===== src/design/i2cfr_pkg.sv =====
// Constants, register map and types shared by the two-wire flag and data core
package i2cfr_pkg;

	// ==========================================================
	// Register map, word indices on the plain register port
	// ==========================================================
	localparam logic [2:0] I2CFR_RA_BIT_COUNT_MODE = 3'h0;
	localparam logic [2:0] I2CFR_RA_IRQ_ACK_CTRL   = 3'h1;
	localparam logic [2:0] I2CFR_RA_STATUS_FLAGS   = 3'h2;
	localparam logic [2:0] I2CFR_RA_OWN_ADDRESS    = 3'h3;
	localparam logic [2:0] I2CFR_RA_TX_HOLDING     = 3'h4;
	localparam logic [2:0] I2CFR_RA_RX_HOLDING     = 3'h5;
	localparam logic [2:0] I2CFR_RA_MODE_SELECT    = 3'h6;

	// ==========================================================
	// Field positions
	// ==========================================================
	// Bit count mode register
	localparam int I2CFR_GUARD_BIT   = 3;
	localparam logic [7:0] I2CFR_BCMR_FIXED = 8'h38; // Bits 5, 4 and guard read as one
	// Interrupt and acknowledge control register
	localparam int I2CFR_TX_EMPTY_IE = 7;
	localparam int I2CFR_TX_DONE_IE  = 6;
	localparam int I2CFR_RX_FULL_IE  = 5;
	localparam int I2CFR_NACK_IE     = 4;
	localparam int I2CFR_STOP_IE     = 3;
	localparam int I2CFR_ACK_CHECK   = 2;
	localparam int I2CFR_RX_ACK_BIT  = 1;
	localparam int I2CFR_ACK_SEND    = 0;
	localparam logic [7:0] I2CFR_CTRL_WMASK = 8'hfd;
	// Status flag register
	localparam int I2CFR_F_TX_EMPTY  = 7;
	localparam int I2CFR_F_TX_DONE   = 6;
	localparam int I2CFR_F_RX_FULL   = 5;
	localparam int I2CFR_F_NO_ACK    = 4;
	localparam int I2CFR_F_STOP      = 3;
	localparam int I2CFR_F_ARB_LOST  = 2;
	localparam int I2CFR_F_ADDR_HIT  = 1;
	localparam int I2CFR_F_GEN_CALL  = 0;
	// Mode select register
	localparam int I2CFR_MASTER_BIT  = 1;
	localparam int I2CFR_DIR_BIT     = 0;

	// ==========================================================
	// Reset values and fixed codes
	// ==========================================================
	localparam logic [7:0] I2CFR_RX_HOLD_RESET = 8'hff;
	localparam logic [7:0] I2CFR_ZERO_BYTE     = 8'h00;
	localparam logic [7:0] I2CFR_GEN_CALL_BYTE = 8'h00;
	localparam logic [2:0] I2CFR_BC_NINE       = 3'h0;
	localparam logic [3:0] I2CFR_NINE_BITS     = 4'h9;
	localparam logic [3:0] I2CFR_ONE           = 4'h1;
	localparam logic       I2CFR_SDA_LEVEL     = 1'b0; // Open drain only pulls low

	// ==========================================================
	// Operating modes from master and direction bits
	// ==========================================================
	typedef enum logic [1:0]
	{
		I2CFR_SLV_RX = 2'b00,
		I2CFR_SLV_TX = 2'b01,
		I2CFR_MST_RX = 2'b10,
		I2CFR_MST_TX = 2'b11
	} i2cfr_mode_type;

	// Bits moved by a frame for a given bit count code
	function automatic logic [3:0] i2cfr_frame_len(input logic [2:0] code);
		return (code == I2CFR_BC_NINE) ? I2CFR_NINE_BITS : ({1'b0, code} + I2CFR_ONE);
	endfunction : i2cfr_frame_len

endpackage : i2cfr_pkg


===== src/design/i2cfr_core.sv =====
// Two-wire bus flags, interrupt requests, own address and buffered data core
//
// Functional notes
// Bit count written only when guard written 0
// Count code 000 is nine, else code+1
// Bit count returns to 000 at frame end
// Tx-empty request is empty flag and enable
// Tx-done request is done flag and enable
// Rx-full request is full flag and enable
// Nack request from no-ack or arbitration flag
// Stop request only while its enable set
// Ack check stops transfer on received one
// Received ack captured, read only
// Receive mode sends ack send value
// Tx-empty set by load, direction, start, switch
// Tx flags cleared by read-write-0 or holding write
// Tx-done set at acknowledge rise when empty
// Rx-full set on move, cleared by read
// No-ack flag set on checked nack
// Stop flag set on stop after frame
// Arbitration lost on mismatch or start seen
// Address match on own or general call
// General call flag on general call address
// Upper seven address bits compared
// Holding moves to shift when shift free
// Receive holding read only, resets to ones
// Master and direction decode four modes
// Arbitration loss falls back to slave receive
// General call is all-zero first frame
`timescale 1ns/100ps
`default_nettype none

module i2cfr_core
	import i2cfr_pkg::*;
(
	input  wire logic       clock_in,
	input  wire logic       resetn_in,
	input  wire logic [2:0] reg_addr_in,
	input  wire logic [7:0] reg_wdata_in,
	input  wire logic       reg_write_in,
	input  wire logic       reg_read_in,
	output logic      [7:0] reg_rdata_out,
	input  wire logic       scl_in,
	input  wire logic       sda_in,
	output logic            sda_out,
	output logic            sda_oe_out,
	output logic            tx_empty_irq_out,
	output logic            tx_done_irq_out,
	output logic            rx_full_irq_out,
	output logic            nack_arb_irq_out,
	output logic            stop_seen_irq_out
);

	// ==========================================================
	// State
	// ==========================================================
	typedef struct packed
	{
		logic [2:0] scl_sync;
		logic       scl_lvl;
		logic [2:0] sda_sync;
		logic       sda_lvl;
		logic [2:0] bit_count_field;
		logic [7:0] ctrl;
		logic       received_ack_bit;
		logic [7:0] flags;
		logic [7:0] seen;
		logic [7:0] own_addr;
		logic [7:0] transmit_holding;
		logic       tx_hold_full;
		logic [7:0] receive_holding;
		logic [7:0] shift_register;
		logic       shift_free;
		logic [3:0] bit_index;
		logic       in_frame;
		logic       first_frame;
		logic       addressed;
		logic       master_select;
		logic       direction_select;
		logic       drive_low;
		logic [7:0] rdata;
	} i2cfr_state_type;

	i2cfr_state_type q;
	i2cfr_state_type d;

	// ==========================================================
	// Line events from the filtered levels
	// ==========================================================
	logic           scl_agree;
	logic           sda_agree;
	logic           scl_rise;
	logic           scl_fall;
	logic           start_seen;
	logic           stop_seen;
	logic [3:0]     frame_len;
	logic           last_rise;
	logic           data_rise;
	logic           ack_slot;
	logic           active;
	logic           addr_hit;
	logic           gen_call;
	i2cfr_mode_type mode;

	// Second and third stage must agree before a level counts
	assign scl_agree  = q.scl_sync[1] == q.scl_sync[2];
	assign sda_agree  = q.sda_sync[1] == q.sda_sync[2];
	assign scl_rise   = scl_agree & q.scl_sync[2] & ~q.scl_lvl;
	assign scl_fall   = scl_agree & ~q.scl_sync[2] & q.scl_lvl;
	assign start_seen = sda_agree & ~q.sda_sync[2] & q.sda_lvl & q.scl_lvl & q.scl_sync[2];
	assign stop_seen  = sda_agree & q.sda_sync[2] & ~q.sda_lvl & q.scl_lvl & q.scl_sync[2];

	// First frame after a start is always nine bits
	assign frame_len = i2cfr_frame_len(q.first_frame ? I2CFR_BC_NINE : q.bit_count_field);
	assign last_rise = scl_rise & q.in_frame & (4'(q.bit_index + I2CFR_ONE) == frame_len);
	assign data_rise = scl_rise & q.in_frame & ~last_rise;
	assign ack_slot  = q.bit_index == 4'(frame_len - I2CFR_ONE);
	assign mode      = i2cfr_mode_type'({q.master_select, q.direction_select});
	assign active    = q.master_select | q.addressed;
	assign addr_hit  = q.shift_register[7:1] == q.own_addr[7:1];
	assign gen_call  = q.shift_register == I2CFR_GEN_CALL_BYTE;

	// ==========================================================
	// Next state
	// ==========================================================
	always_comb
	begin
		d = q;
		// Three-stage synchronisers and agreed levels
		d.scl_sync = {q.scl_sync[1:0], scl_in};
		d.sda_sync = {q.sda_sync[1:0], sda_in};
		if (scl_agree)
		begin
			d.scl_lvl = q.scl_sync[2];
		end
		if (sda_agree)
		begin
			d.sda_lvl = q.sda_sync[2];
		end

		// Holding data enters the free shift register
		if (q.direction_select & active & q.shift_free & q.tx_hold_full & ~q.flags[I2CFR_F_NO_ACK])
		begin
			d.shift_register          = q.transmit_holding;
			d.shift_free              = 1'b0;
			d.tx_hold_full            = 1'b0;
			d.flags[I2CFR_F_TX_EMPTY] = 1'b1;
		end

		// Software reads
		d.rdata = I2CFR_ZERO_BYTE;
		if (reg_read_in)
		begin
			unique case (reg_addr_in)
				I2CFR_RA_BIT_COUNT_MODE: d.rdata = I2CFR_BCMR_FIXED | {5'h00, q.bit_count_field};
				I2CFR_RA_IRQ_ACK_CTRL:
				begin
					d.rdata                   = q.ctrl;
					d.rdata[I2CFR_RX_ACK_BIT] = q.received_ack_bit;
				end
				I2CFR_RA_STATUS_FLAGS:
				begin
					d.rdata = q.flags;
					d.seen  = q.flags;
				end
				I2CFR_RA_OWN_ADDRESS:    d.rdata = q.own_addr;
				I2CFR_RA_TX_HOLDING:     d.rdata = q.transmit_holding;
				I2CFR_RA_RX_HOLDING:
				begin
					d.rdata                  = q.receive_holding;
					d.flags[I2CFR_F_RX_FULL] = 1'b0;
				end
				I2CFR_RA_MODE_SELECT:    d.rdata = {6'h00, q.master_select, q.direction_select};
				default:                 d.rdata = I2CFR_ZERO_BYTE;
			endcase
		end

		// Software writes; hardware sets below win over these clears
		if (reg_write_in)
		begin
			unique case (reg_addr_in)
				I2CFR_RA_BIT_COUNT_MODE:
				begin
					if (!reg_wdata_in[I2CFR_GUARD_BIT])
					begin
						d.bit_count_field = reg_wdata_in[2:0];
					end
				end
				I2CFR_RA_IRQ_ACK_CTRL:   d.ctrl = reg_wdata_in & I2CFR_CTRL_WMASK;
				I2CFR_RA_STATUS_FLAGS:
				begin
					d.flags = d.flags & ~(~reg_wdata_in & q.seen);
					d.flags[I2CFR_F_TX_EMPTY] |= q.shift_free & ~d.shift_free; // A load this cycle beats the clear
					d.seen  = I2CFR_ZERO_BYTE;
				end
				I2CFR_RA_OWN_ADDRESS:    d.own_addr = reg_wdata_in;
				I2CFR_RA_TX_HOLDING:
				begin
					d.transmit_holding        = reg_wdata_in;
					d.tx_hold_full            = 1'b1;
					d.flags[I2CFR_F_TX_EMPTY] = 1'b0;
					d.flags[I2CFR_F_TX_DONE]  = 1'b0;
				end
				I2CFR_RA_MODE_SELECT:
				begin
					d.master_select    = reg_wdata_in[I2CFR_MASTER_BIT];
					d.direction_select = reg_wdata_in[I2CFR_DIR_BIT];
					if (reg_wdata_in[I2CFR_DIR_BIT] & ~q.direction_select)
					begin
						d.flags[I2CFR_F_TX_EMPTY] = 1'b1;
					end
				end
				default:
				begin
				end
			endcase
		end

		// Data bits shift in on each rise; the same path shifts transmit data out
		if (data_rise)
		begin
			d.bit_index      = 4'(q.bit_index + I2CFR_ONE);
			d.shift_register = {q.shift_register[6:0], q.sda_lvl};
			if ((mode == I2CFR_MST_TX) & ~q.drive_low & ~q.sda_lvl)
			begin
				d.flags[I2CFR_F_ARB_LOST] = 1'b1;
				d.master_select           = 1'b0;
				d.direction_select        = 1'b0;
				d.drive_low               = 1'b0;
			end
		end

		// Acknowledge rise closes the frame
		if (last_rise)
		begin
			d.bit_index       = 4'h0;
			d.bit_count_field = I2CFR_BC_NINE;
			d.first_frame     = 1'b0;
			d.shift_free      = 1'b1;
			if (~q.direction_select & active)
			begin
				d.receive_holding        = q.shift_register;
				d.flags[I2CFR_F_RX_FULL] = 1'b1;
			end
			if (q.direction_select & active)
			begin
				d.received_ack_bit = q.sda_lvl;
				if (q.flags[I2CFR_F_TX_EMPTY])
				begin
					d.flags[I2CFR_F_TX_DONE] = 1'b1;
				end
				if (q.ctrl[I2CFR_ACK_CHECK] & q.sda_lvl)
				begin
					d.flags[I2CFR_F_NO_ACK] = 1'b1;
				end
			end
			if (q.first_frame & (mode == I2CFR_SLV_RX) & q.addressed)
			begin
				d.flags[I2CFR_F_ADDR_HIT] = 1'b1;
				if (gen_call)
				begin
					d.flags[I2CFR_F_GEN_CALL] = 1'b1;
				end
				else if (q.shift_register[0])
				begin
					d.direction_select        = 1'b1;
					d.flags[I2CFR_F_TX_EMPTY] = 1'b1;
				end
			end
		end

		// Falling clock chooses what this device puts on the data line
		if (scl_fall & q.in_frame)
		begin
			d.drive_low = 1'b0;
			if (ack_slot)
			begin
				if (q.first_frame & (mode == I2CFR_SLV_RX) & (addr_hit | gen_call))
				begin
					d.addressed = 1'b1;
					d.drive_low = ~q.ctrl[I2CFR_ACK_SEND];
				end
				else if (~q.direction_select & active)
				begin
					d.drive_low = ~q.ctrl[I2CFR_ACK_SEND];
				end
			end
			else if (q.direction_select & active)
			begin
				d.drive_low = ~q.shift_register[7];
			end
		end

		// Start and stop conditions
		if (start_seen)
		begin
			d.in_frame    = 1'b1;
			d.first_frame = 1'b1;
			d.bit_index   = 4'h0;
			d.addressed   = 1'b0;
			d.shift_free  = 1'b1;
			if (q.master_select)
			begin
				d.flags[I2CFR_F_TX_EMPTY] = 1'b1;
				if (~q.drive_low)
				begin
					d.flags[I2CFR_F_ARB_LOST] = 1'b1;
					d.master_select           = 1'b0;
					d.direction_select        = 1'b0;
				end
			end
		end
		if (stop_seen)
		begin
			if (q.in_frame & active)
			begin
				d.flags[I2CFR_F_STOP] = 1'b1;
			end
			d.in_frame  = 1'b0;
			d.addressed = 1'b0;
			d.drive_low = 1'b0;
			d.bit_index = 4'h0;
		end
	end

	// ==========================================================
	// State register, synchronous active-low reset
	// ==========================================================
	always_ff @(posedge clock_in)
	begin
		if (!resetn_in)
		begin
			q                 <= '0;
			q.scl_sync        <= 3'h7;
			q.scl_lvl         <= 1'b1;
			q.sda_sync        <= 3'h7;
			q.sda_lvl         <= 1'b1;
			q.receive_holding <= I2CFR_RX_HOLD_RESET;
			q.shift_free      <= 1'b1;
		end
		else
		begin
			q <= d;
		end
	end

	// ==========================================================
	// Outputs
	// ==========================================================
	// Interrupt requests follow flag and enable levels
	assign tx_empty_irq_out  = q.flags[I2CFR_F_TX_EMPTY] & q.ctrl[I2CFR_TX_EMPTY_IE];
	assign tx_done_irq_out   = q.flags[I2CFR_F_TX_DONE] & q.ctrl[I2CFR_TX_DONE_IE];
	assign rx_full_irq_out   = q.flags[I2CFR_F_RX_FULL] & q.ctrl[I2CFR_RX_FULL_IE];
	assign nack_arb_irq_out  = (q.flags[I2CFR_F_NO_ACK] | q.flags[I2CFR_F_ARB_LOST]) & q.ctrl[I2CFR_NACK_IE];
	assign stop_seen_irq_out = q.flags[I2CFR_F_STOP] & q.ctrl[I2CFR_STOP_IE];
	assign reg_rdata_out     = q.rdata;
	assign sda_out           = I2CFR_SDA_LEVEL;
	assign sda_oe_out        = q.drive_low;
endmodule : i2cfr_core

`default_nettype wire


===== config.mk =====
export PLATFORM = sky130hd
export DESIGN_NAME = i2cfr_core
export DESIGN_NICKNAME = d
export VERILOG_FILES = /design/src/design/i2cfr_pkg.sv /design/src/design/i2cfr_core.sv
export SDC_FILE = /design/constraint.sdc
export NUM_CORES = 1
export LEC_CHECK = 0
export ABC_AREA = 1
export BUFFER_PORTS_ARGS = -buffer_cell sky130_fd_sc_hd__buf_4
export CAP_MARGIN = 40
export CORE_UTILIZATION = 64
export CTS_BUF_LIST = sky130_fd_sc_hd__clkbuf_16
export DETAILED_ROUTE_END_ITERATION = 8
export PLACE_DENSITY = 0.86
export SLEW_MARGIN = 20
export SYNTH_ARGS = -nofsm -noshare
export SYNTH_HDL_FRONTEND = slang
export SYNTH_SLANG_ARGS = --single-unit

===== constraint.sdc =====
create_clock -name clock_in -period 3.3 [get_ports clock_in]
set_input_delay 0.495 -clock clock_in [delete_from_list [all_inputs] [get_ports clock_in]]
set_output_delay 0.495 -clock clock_in [all_outputs]
set_load 0.01 [all_outputs]

Word-level counts from Yosys, hierarchy flattened
Cells that the tools add are included.
{"block": "op_classes", "add_sub_neg": 3, "multipliers": 0, "n_div": 0, "n_lt_le_gt_ge": 0, "eq_ne": 12, "n_shift": 0, "n_mux": 59, "n_bitwise": 56, "reduce_logical": 22}
{"cell": "$pmux 8 s7", "count": 1}
{"cell": "$mux 1", "count": 36}
{"cell": "$and 1x1->1", "count": 35}
{"cell": "$mux 33", "count": 1}
{"cell": "$mux 8", "count": 4}
{"cell": "$mux 9", "count": 2}
{"cell": "$and 8x8->8", "count": 2}
{"cell": "$not 8->8", "count": 2}
{"cell": "$mux 14", "count": 1}
{"cell": "$reduce_and 2->1", "count": 7}
{"cell": "$not 1->1", "count": 13}
{"cell": "$mux 2", "count": 6}
{"cell": "$mux 4", "count": 3}
{"cell": "$eq 3x3->1 const B", "count": 3}
{"cell": "$mux 3", "count": 3}
{"cell": "$eq 4x4->1", "count": 2}
{"cell": "$logic_not 8->1", "count": 1}
{"cell": "$reduce_bool 2->1", "count": 4}
{"cell": "$eq 7x7->1", "count": 1}
{"cell": "$eq 3x2->1 const B", "count": 2}
{"cell": "$logic_not 3->1", "count": 2}
{"cell": "$reduce_and 3->1", "count": 2}
{"cell": "$reduce_or 3->1", "count": 2}
{"cell": "$add 3x1->4 const B", "count": 1}
{"cell": "other kinds (11)", "count": 16}
{"block": "word_totals", "regBits": 87, "latch_bits": 0, "mem_bits_rw": 0, "rom_bits": 0, "in_bits": 17, "output_inout_bits": 15, "elab_cells": 175, "memories": 0}

Longest topological paths before layout
{"block": "logic_depth", "word_depth": 17, "ltp_mapped": 14, "mapped_depth_nobuf": 14}

Worst setup path before layout
OpenSTA, ideal clock, no wires.
{"block": "synth_timing", "path_type": "flip-flop to flip-flop", "startpoint": "register q[12] in the netlist's numbering", "endpoint": "register q[33] in the netlist's numbering", "setup_time_ns": 0.136, "t_arrival_ns": 1.813, "t_required_ns": 3.164, "path_slack_ns": 1.351, "stages_incl_launch_ff": 14, "path_buffers": 1, "synth_period_minus_slack_ns": 1.949, "path_cell_list": "dfxtp_1 > inv_2 > nand2_1 > inv_1 > ha_1 > nand3b_1 > nand2_1 > xor2_1 > nand2_1 > nor2_4 > nand3_2 > buf_6 > nand2_1 > o211ai_2"}
{"block": "synth_between", "elab_chain_len": 6, "word_cells_on_any_way": 7, "cone_classes": "1 x add/sub; 1 x eq/ne; 2 x mux; 1 x bitwise; 2 x reduce/logical"}
{"item": "start, declared", "line": "i2cfr_core.sv:84", "rtl": "i2cfr_state_type q;"}
{"item": "$mux 3 (*)", "line": "i2cfr_core.sv:114", "rtl": "assign frame_len = i2cfr_frame_len(q.first_frame ? I2CFR_BC_NINE : q.bit_count_field);"}
{"item": "$add 3x1->4 / $logic_not 3->1 (equally long branches)", "line": "i2cfr_pkg.sv:68", "rtl": "return (code == I2CFR_BC_NINE) ? I2CFR_NINE_BITS : ({1'b0, code} + I2CFR_ONE);"}
{"item": "$mux 4 (*)", "line": "i2cfr_pkg.sv:68"}
{"item": "$eq 4x4->1 (*)", "line": "i2cfr_core.sv:115", "rtl": "assign last_rise = scl_rise & q.in_frame & (4'(q.bit_index + I2CFR_ONE) == frame_len);"}
{"item": "$and 1x1->1 (*)", "line": "i2cfr_core.sv:115"}
{"item": "$reduce_and 2->1 (no line) (*)"}
Mark *: on every way between the ends. The rest lies on a longest branch, timed or not.
A chain may end at the register's enable or synchronous reset.

Worst setup path after layout
{"block": "layout_timing", "startpoint": "register q[12] in the netlist's numbering", "endpoint": "register q[32] in the netlist's numbering"}
Same word-level chain as after synthesis.

==> flow_summary.json <==
{
  "reg2reg_depth": 13,
  "synthFlopType": "dfxtp_1",
  "critical_path_class": "flip-flop to flip-flop",
  "synth_top_area_cell": "dfxtp_1",
  "hold_buffers": 0,
  "yosysMostFrequentCell": "nand2_1",
  "routedWlPerCell_um": 16.5,
  "synth_fp_nets": 614,
  "power_density_mw_per_mm2": 473,
  "die_area_mm2": 0.00693,
  "worstReg2RegEnd": "q[32]",
  "tightest_slew_ps": 698,
  "die_w_um": 83.2,
  "cts_setup_buffers": 0,
  "timing.final.crit_share_pct": 70.7,
  "fin_skew_ps": 5.76,
  "track_usage_pct": 34.3,
  "portBuffers": 30,
  "drt_wl_total_um": 11400,
  "gpl.final_weighted_congestion": 0.948,
  "syn_area_mm2": 0.00422,
  "cp-end-kind": "flip-flop",
  "synth_top_area_share_pct": 41.2,
  "dp_cells": 673,
  "cp.arrival_ps": 2610,
  "nets": 631,
  "cts-root-buf": "clkbuf_16",
  "synth-seq-cells": 87,
  "io_pins": 32,
  "relSlewSlack_pct": 53.3,
  "syn_to_final_growth_pct": 11.6,
  "synth_warnings": 0,
  "synth_top_cells_by_count": "nand2_1 (127), dfxtp_1 (87), inv_1 (76), a21oi_1 (55), nor2_1 (54)",
  "hp-start": "scl_in",
  "r2r-start": "q[12]",
  "p_leak_nw": 2.13,
  "holdPathStages": 2,
  "htree_levels": 3,
  "maxCapViolCount": 0,
  "cts_resized": 0,
  "total_power_mw": 2.23,
  "peakVddDrop_v": 0.000400,
  "drive_above_1_share_pct": 10.6,
  "critPathRequiredTime_ps": 3580,
  "fin_cells": 690,
  "synth_area_leaders": "dfxtp_1 (41%), nand2_1 (11%), inv_1 (6.8%), a21oi_1 (6.5%), nor2_1 (4.8%)",
  "dieHeight_um": 83.2,
  "initialDrtViolationCount": 506,
  "clk_pin_slew_worst_paths_ps": 60,
  "cp_max_fo": 13,
  "synth_seq_area_share_pct": 41.2,
  "cts_tree": "built",
  "drc_errors": 0,
  "holdPathEnd": "d[86]",
  "grt_overflow": 0,
  "vias": 4103,
  "clk_latency_ps": 340,
  "min_period_ps": 2330,
  "core_area_mm2": 0.00635,
  "hpwl_um": 8390,
  "via_per_inst": 5.95,
  "drtAntennaViolNets": 0,
  "rsz0062_at_grt": "no",
  "syn_inst": 590,
  "clockBufferDepth": 2,
  "ys_async_sr_fraction_pct": 0,
  "hp-class": "input port to flip-flop",
  "whs_ps": 339,
  "antenna_found_initial": 1,
  "start_kind": "flip-flop",
  "fmax_mhz": 428,
  "hold_violations": 0,
  "drv_slew": 0,
  "numClockSinks": 87,
  "finalSetupViolCount": 0,
  "grt_max_degree": 41,
  "synth_cell_type_count": 42,
  "grt_pass1_wl_um": 18600,
  "cts_buffers": 9,
  "status": "complete, no violations",
  "syn_area_per_cell_um2": 7.16,
  "synth_edf_count": 0,
  "initial_core_util_pct": 66.5,
  "firstDrtPassIters": 6,
  "core.rowCount": 29,
  "rrSetupSlack_ps": 970,
  "fin_tns_setup_ps": 0,
  "grt_pass1_vias": 3837
}
## critical path: stages, from the launching register on
cell and delay, ps:
dfxtp_1 360, inv_2 80, nand2_1 120, inv_1 60, ha_1 200, nand3b_1 170, nand2_1 120, xor2_1 150
nand2_1 100, nor2_4 210, nand3_2 330, inv_2 210, nand2_1 90, nand3_1 80
## report_power, final
group          switching [mW]  leakage [nW]  internal, mW  total (mW)
Combinational          0.0998          1.28        0.0480       0.148
Clock                   0.414         0.146         0.581       0.995
Sequential             0.0138         0.705          1.07        1.09
## cells by family (layout without fill, tap and decap cells)
family,Yosys count,after routing,synth area share [%]
adders and majority gates,7,7,2.07
buffers and inverters,106,128,10.6
other,1,2,0.0888
DFF,87,87,41.2
and+or+nand+nor,257,257,26.2
AOI/OAI and AO/OA,118,118,16.5
xor gates and xnor gates,14,14,3.26
## per-layer routing
layer | share of wire (%) | track usage [%]
met5 | 0 | 0
met4 | 3.3 | 17.1
met3 | 9.5 | 8.75
met2 | 47 | 52.7
met1 | 40 | 44.7
## layout by cell type (no fill, tap or decap), types with 2 or more instances in the layout
| cell | count |
|---|---|
| a211oi_1 | 3 |
| a21oi_1 | 55 |
| a221oi_1 | 10 |
| a31oi_1 | 2 |
| buf_4 | 33 |
| clkbuf_16 | 9 |
| clkinv_1 | 2 |
| clkinv_4 | 2 |
| dfxtp_1 | 87 |
| ha_1 | 7 |
| inv_1 | 78 |
| inv_2 | 2 |
| nand2_1 | 127 |
| nand2_2 | 4 |
| nand3_1 | 40 |
| nand3_2 | 2 |
| nand3b_1 | 4 |
| nand4_1 | 8 |
| nor2_1 | 54 |
| nor3_1 | 11 |
| o211ai_2 | 3 |
| o21a_1 | 2 |
| o21ai_0 | 27 |
| o21ai_1 | 2 |
| o22ai_1 | 6 |
| o31ai_1 | 2 |
| or2_2 | 4 |
| xnor2_1 | 6 |
| xor2_1 | 6 |
## sequential cells by signal, indices dropped and copies added, names as in the netlist
register and flops:
d 4, mode 2, q 72, reg_rdata_out 8, sda_oe_out 1
## area by class of cell
type	instances	area (um2)
clock inverter	7	66.3
timing repair buffer	33	248
inverter	79	297
fill	486	1640
tap	77	96.3
sequential	87	1740
clock buffer	9	225
antenna	1	2.50
multi-input combinational	397	2040
## metrics by stage
stage          setup slack (ps)  instance area (um2)  utilization, %
2_1_floorplan              1350                 4220               -
3_3_place_gp               1140                 4420            69.6
3_5_place_dp               1040                 4420            69.6
4_1_cts                    1020                 4710            74.2
5_1_grt                     770                 4710            74.2
6_report                    966                 4710            74.2
## worst max path at each step
stage                  to  startpoint  cells after the start
detailed placement  q[27]       q[12]                     13
CTS                 q[31]       q[12]                     13
floorplan           q[33]       q[12]                     13
global placement    q[33]       q[12]                     12
finish              q[32]       q[12]                     13
global route        q[31]       q[12]                     13
No activity file was read; power rests on OpenSTA's default activity.
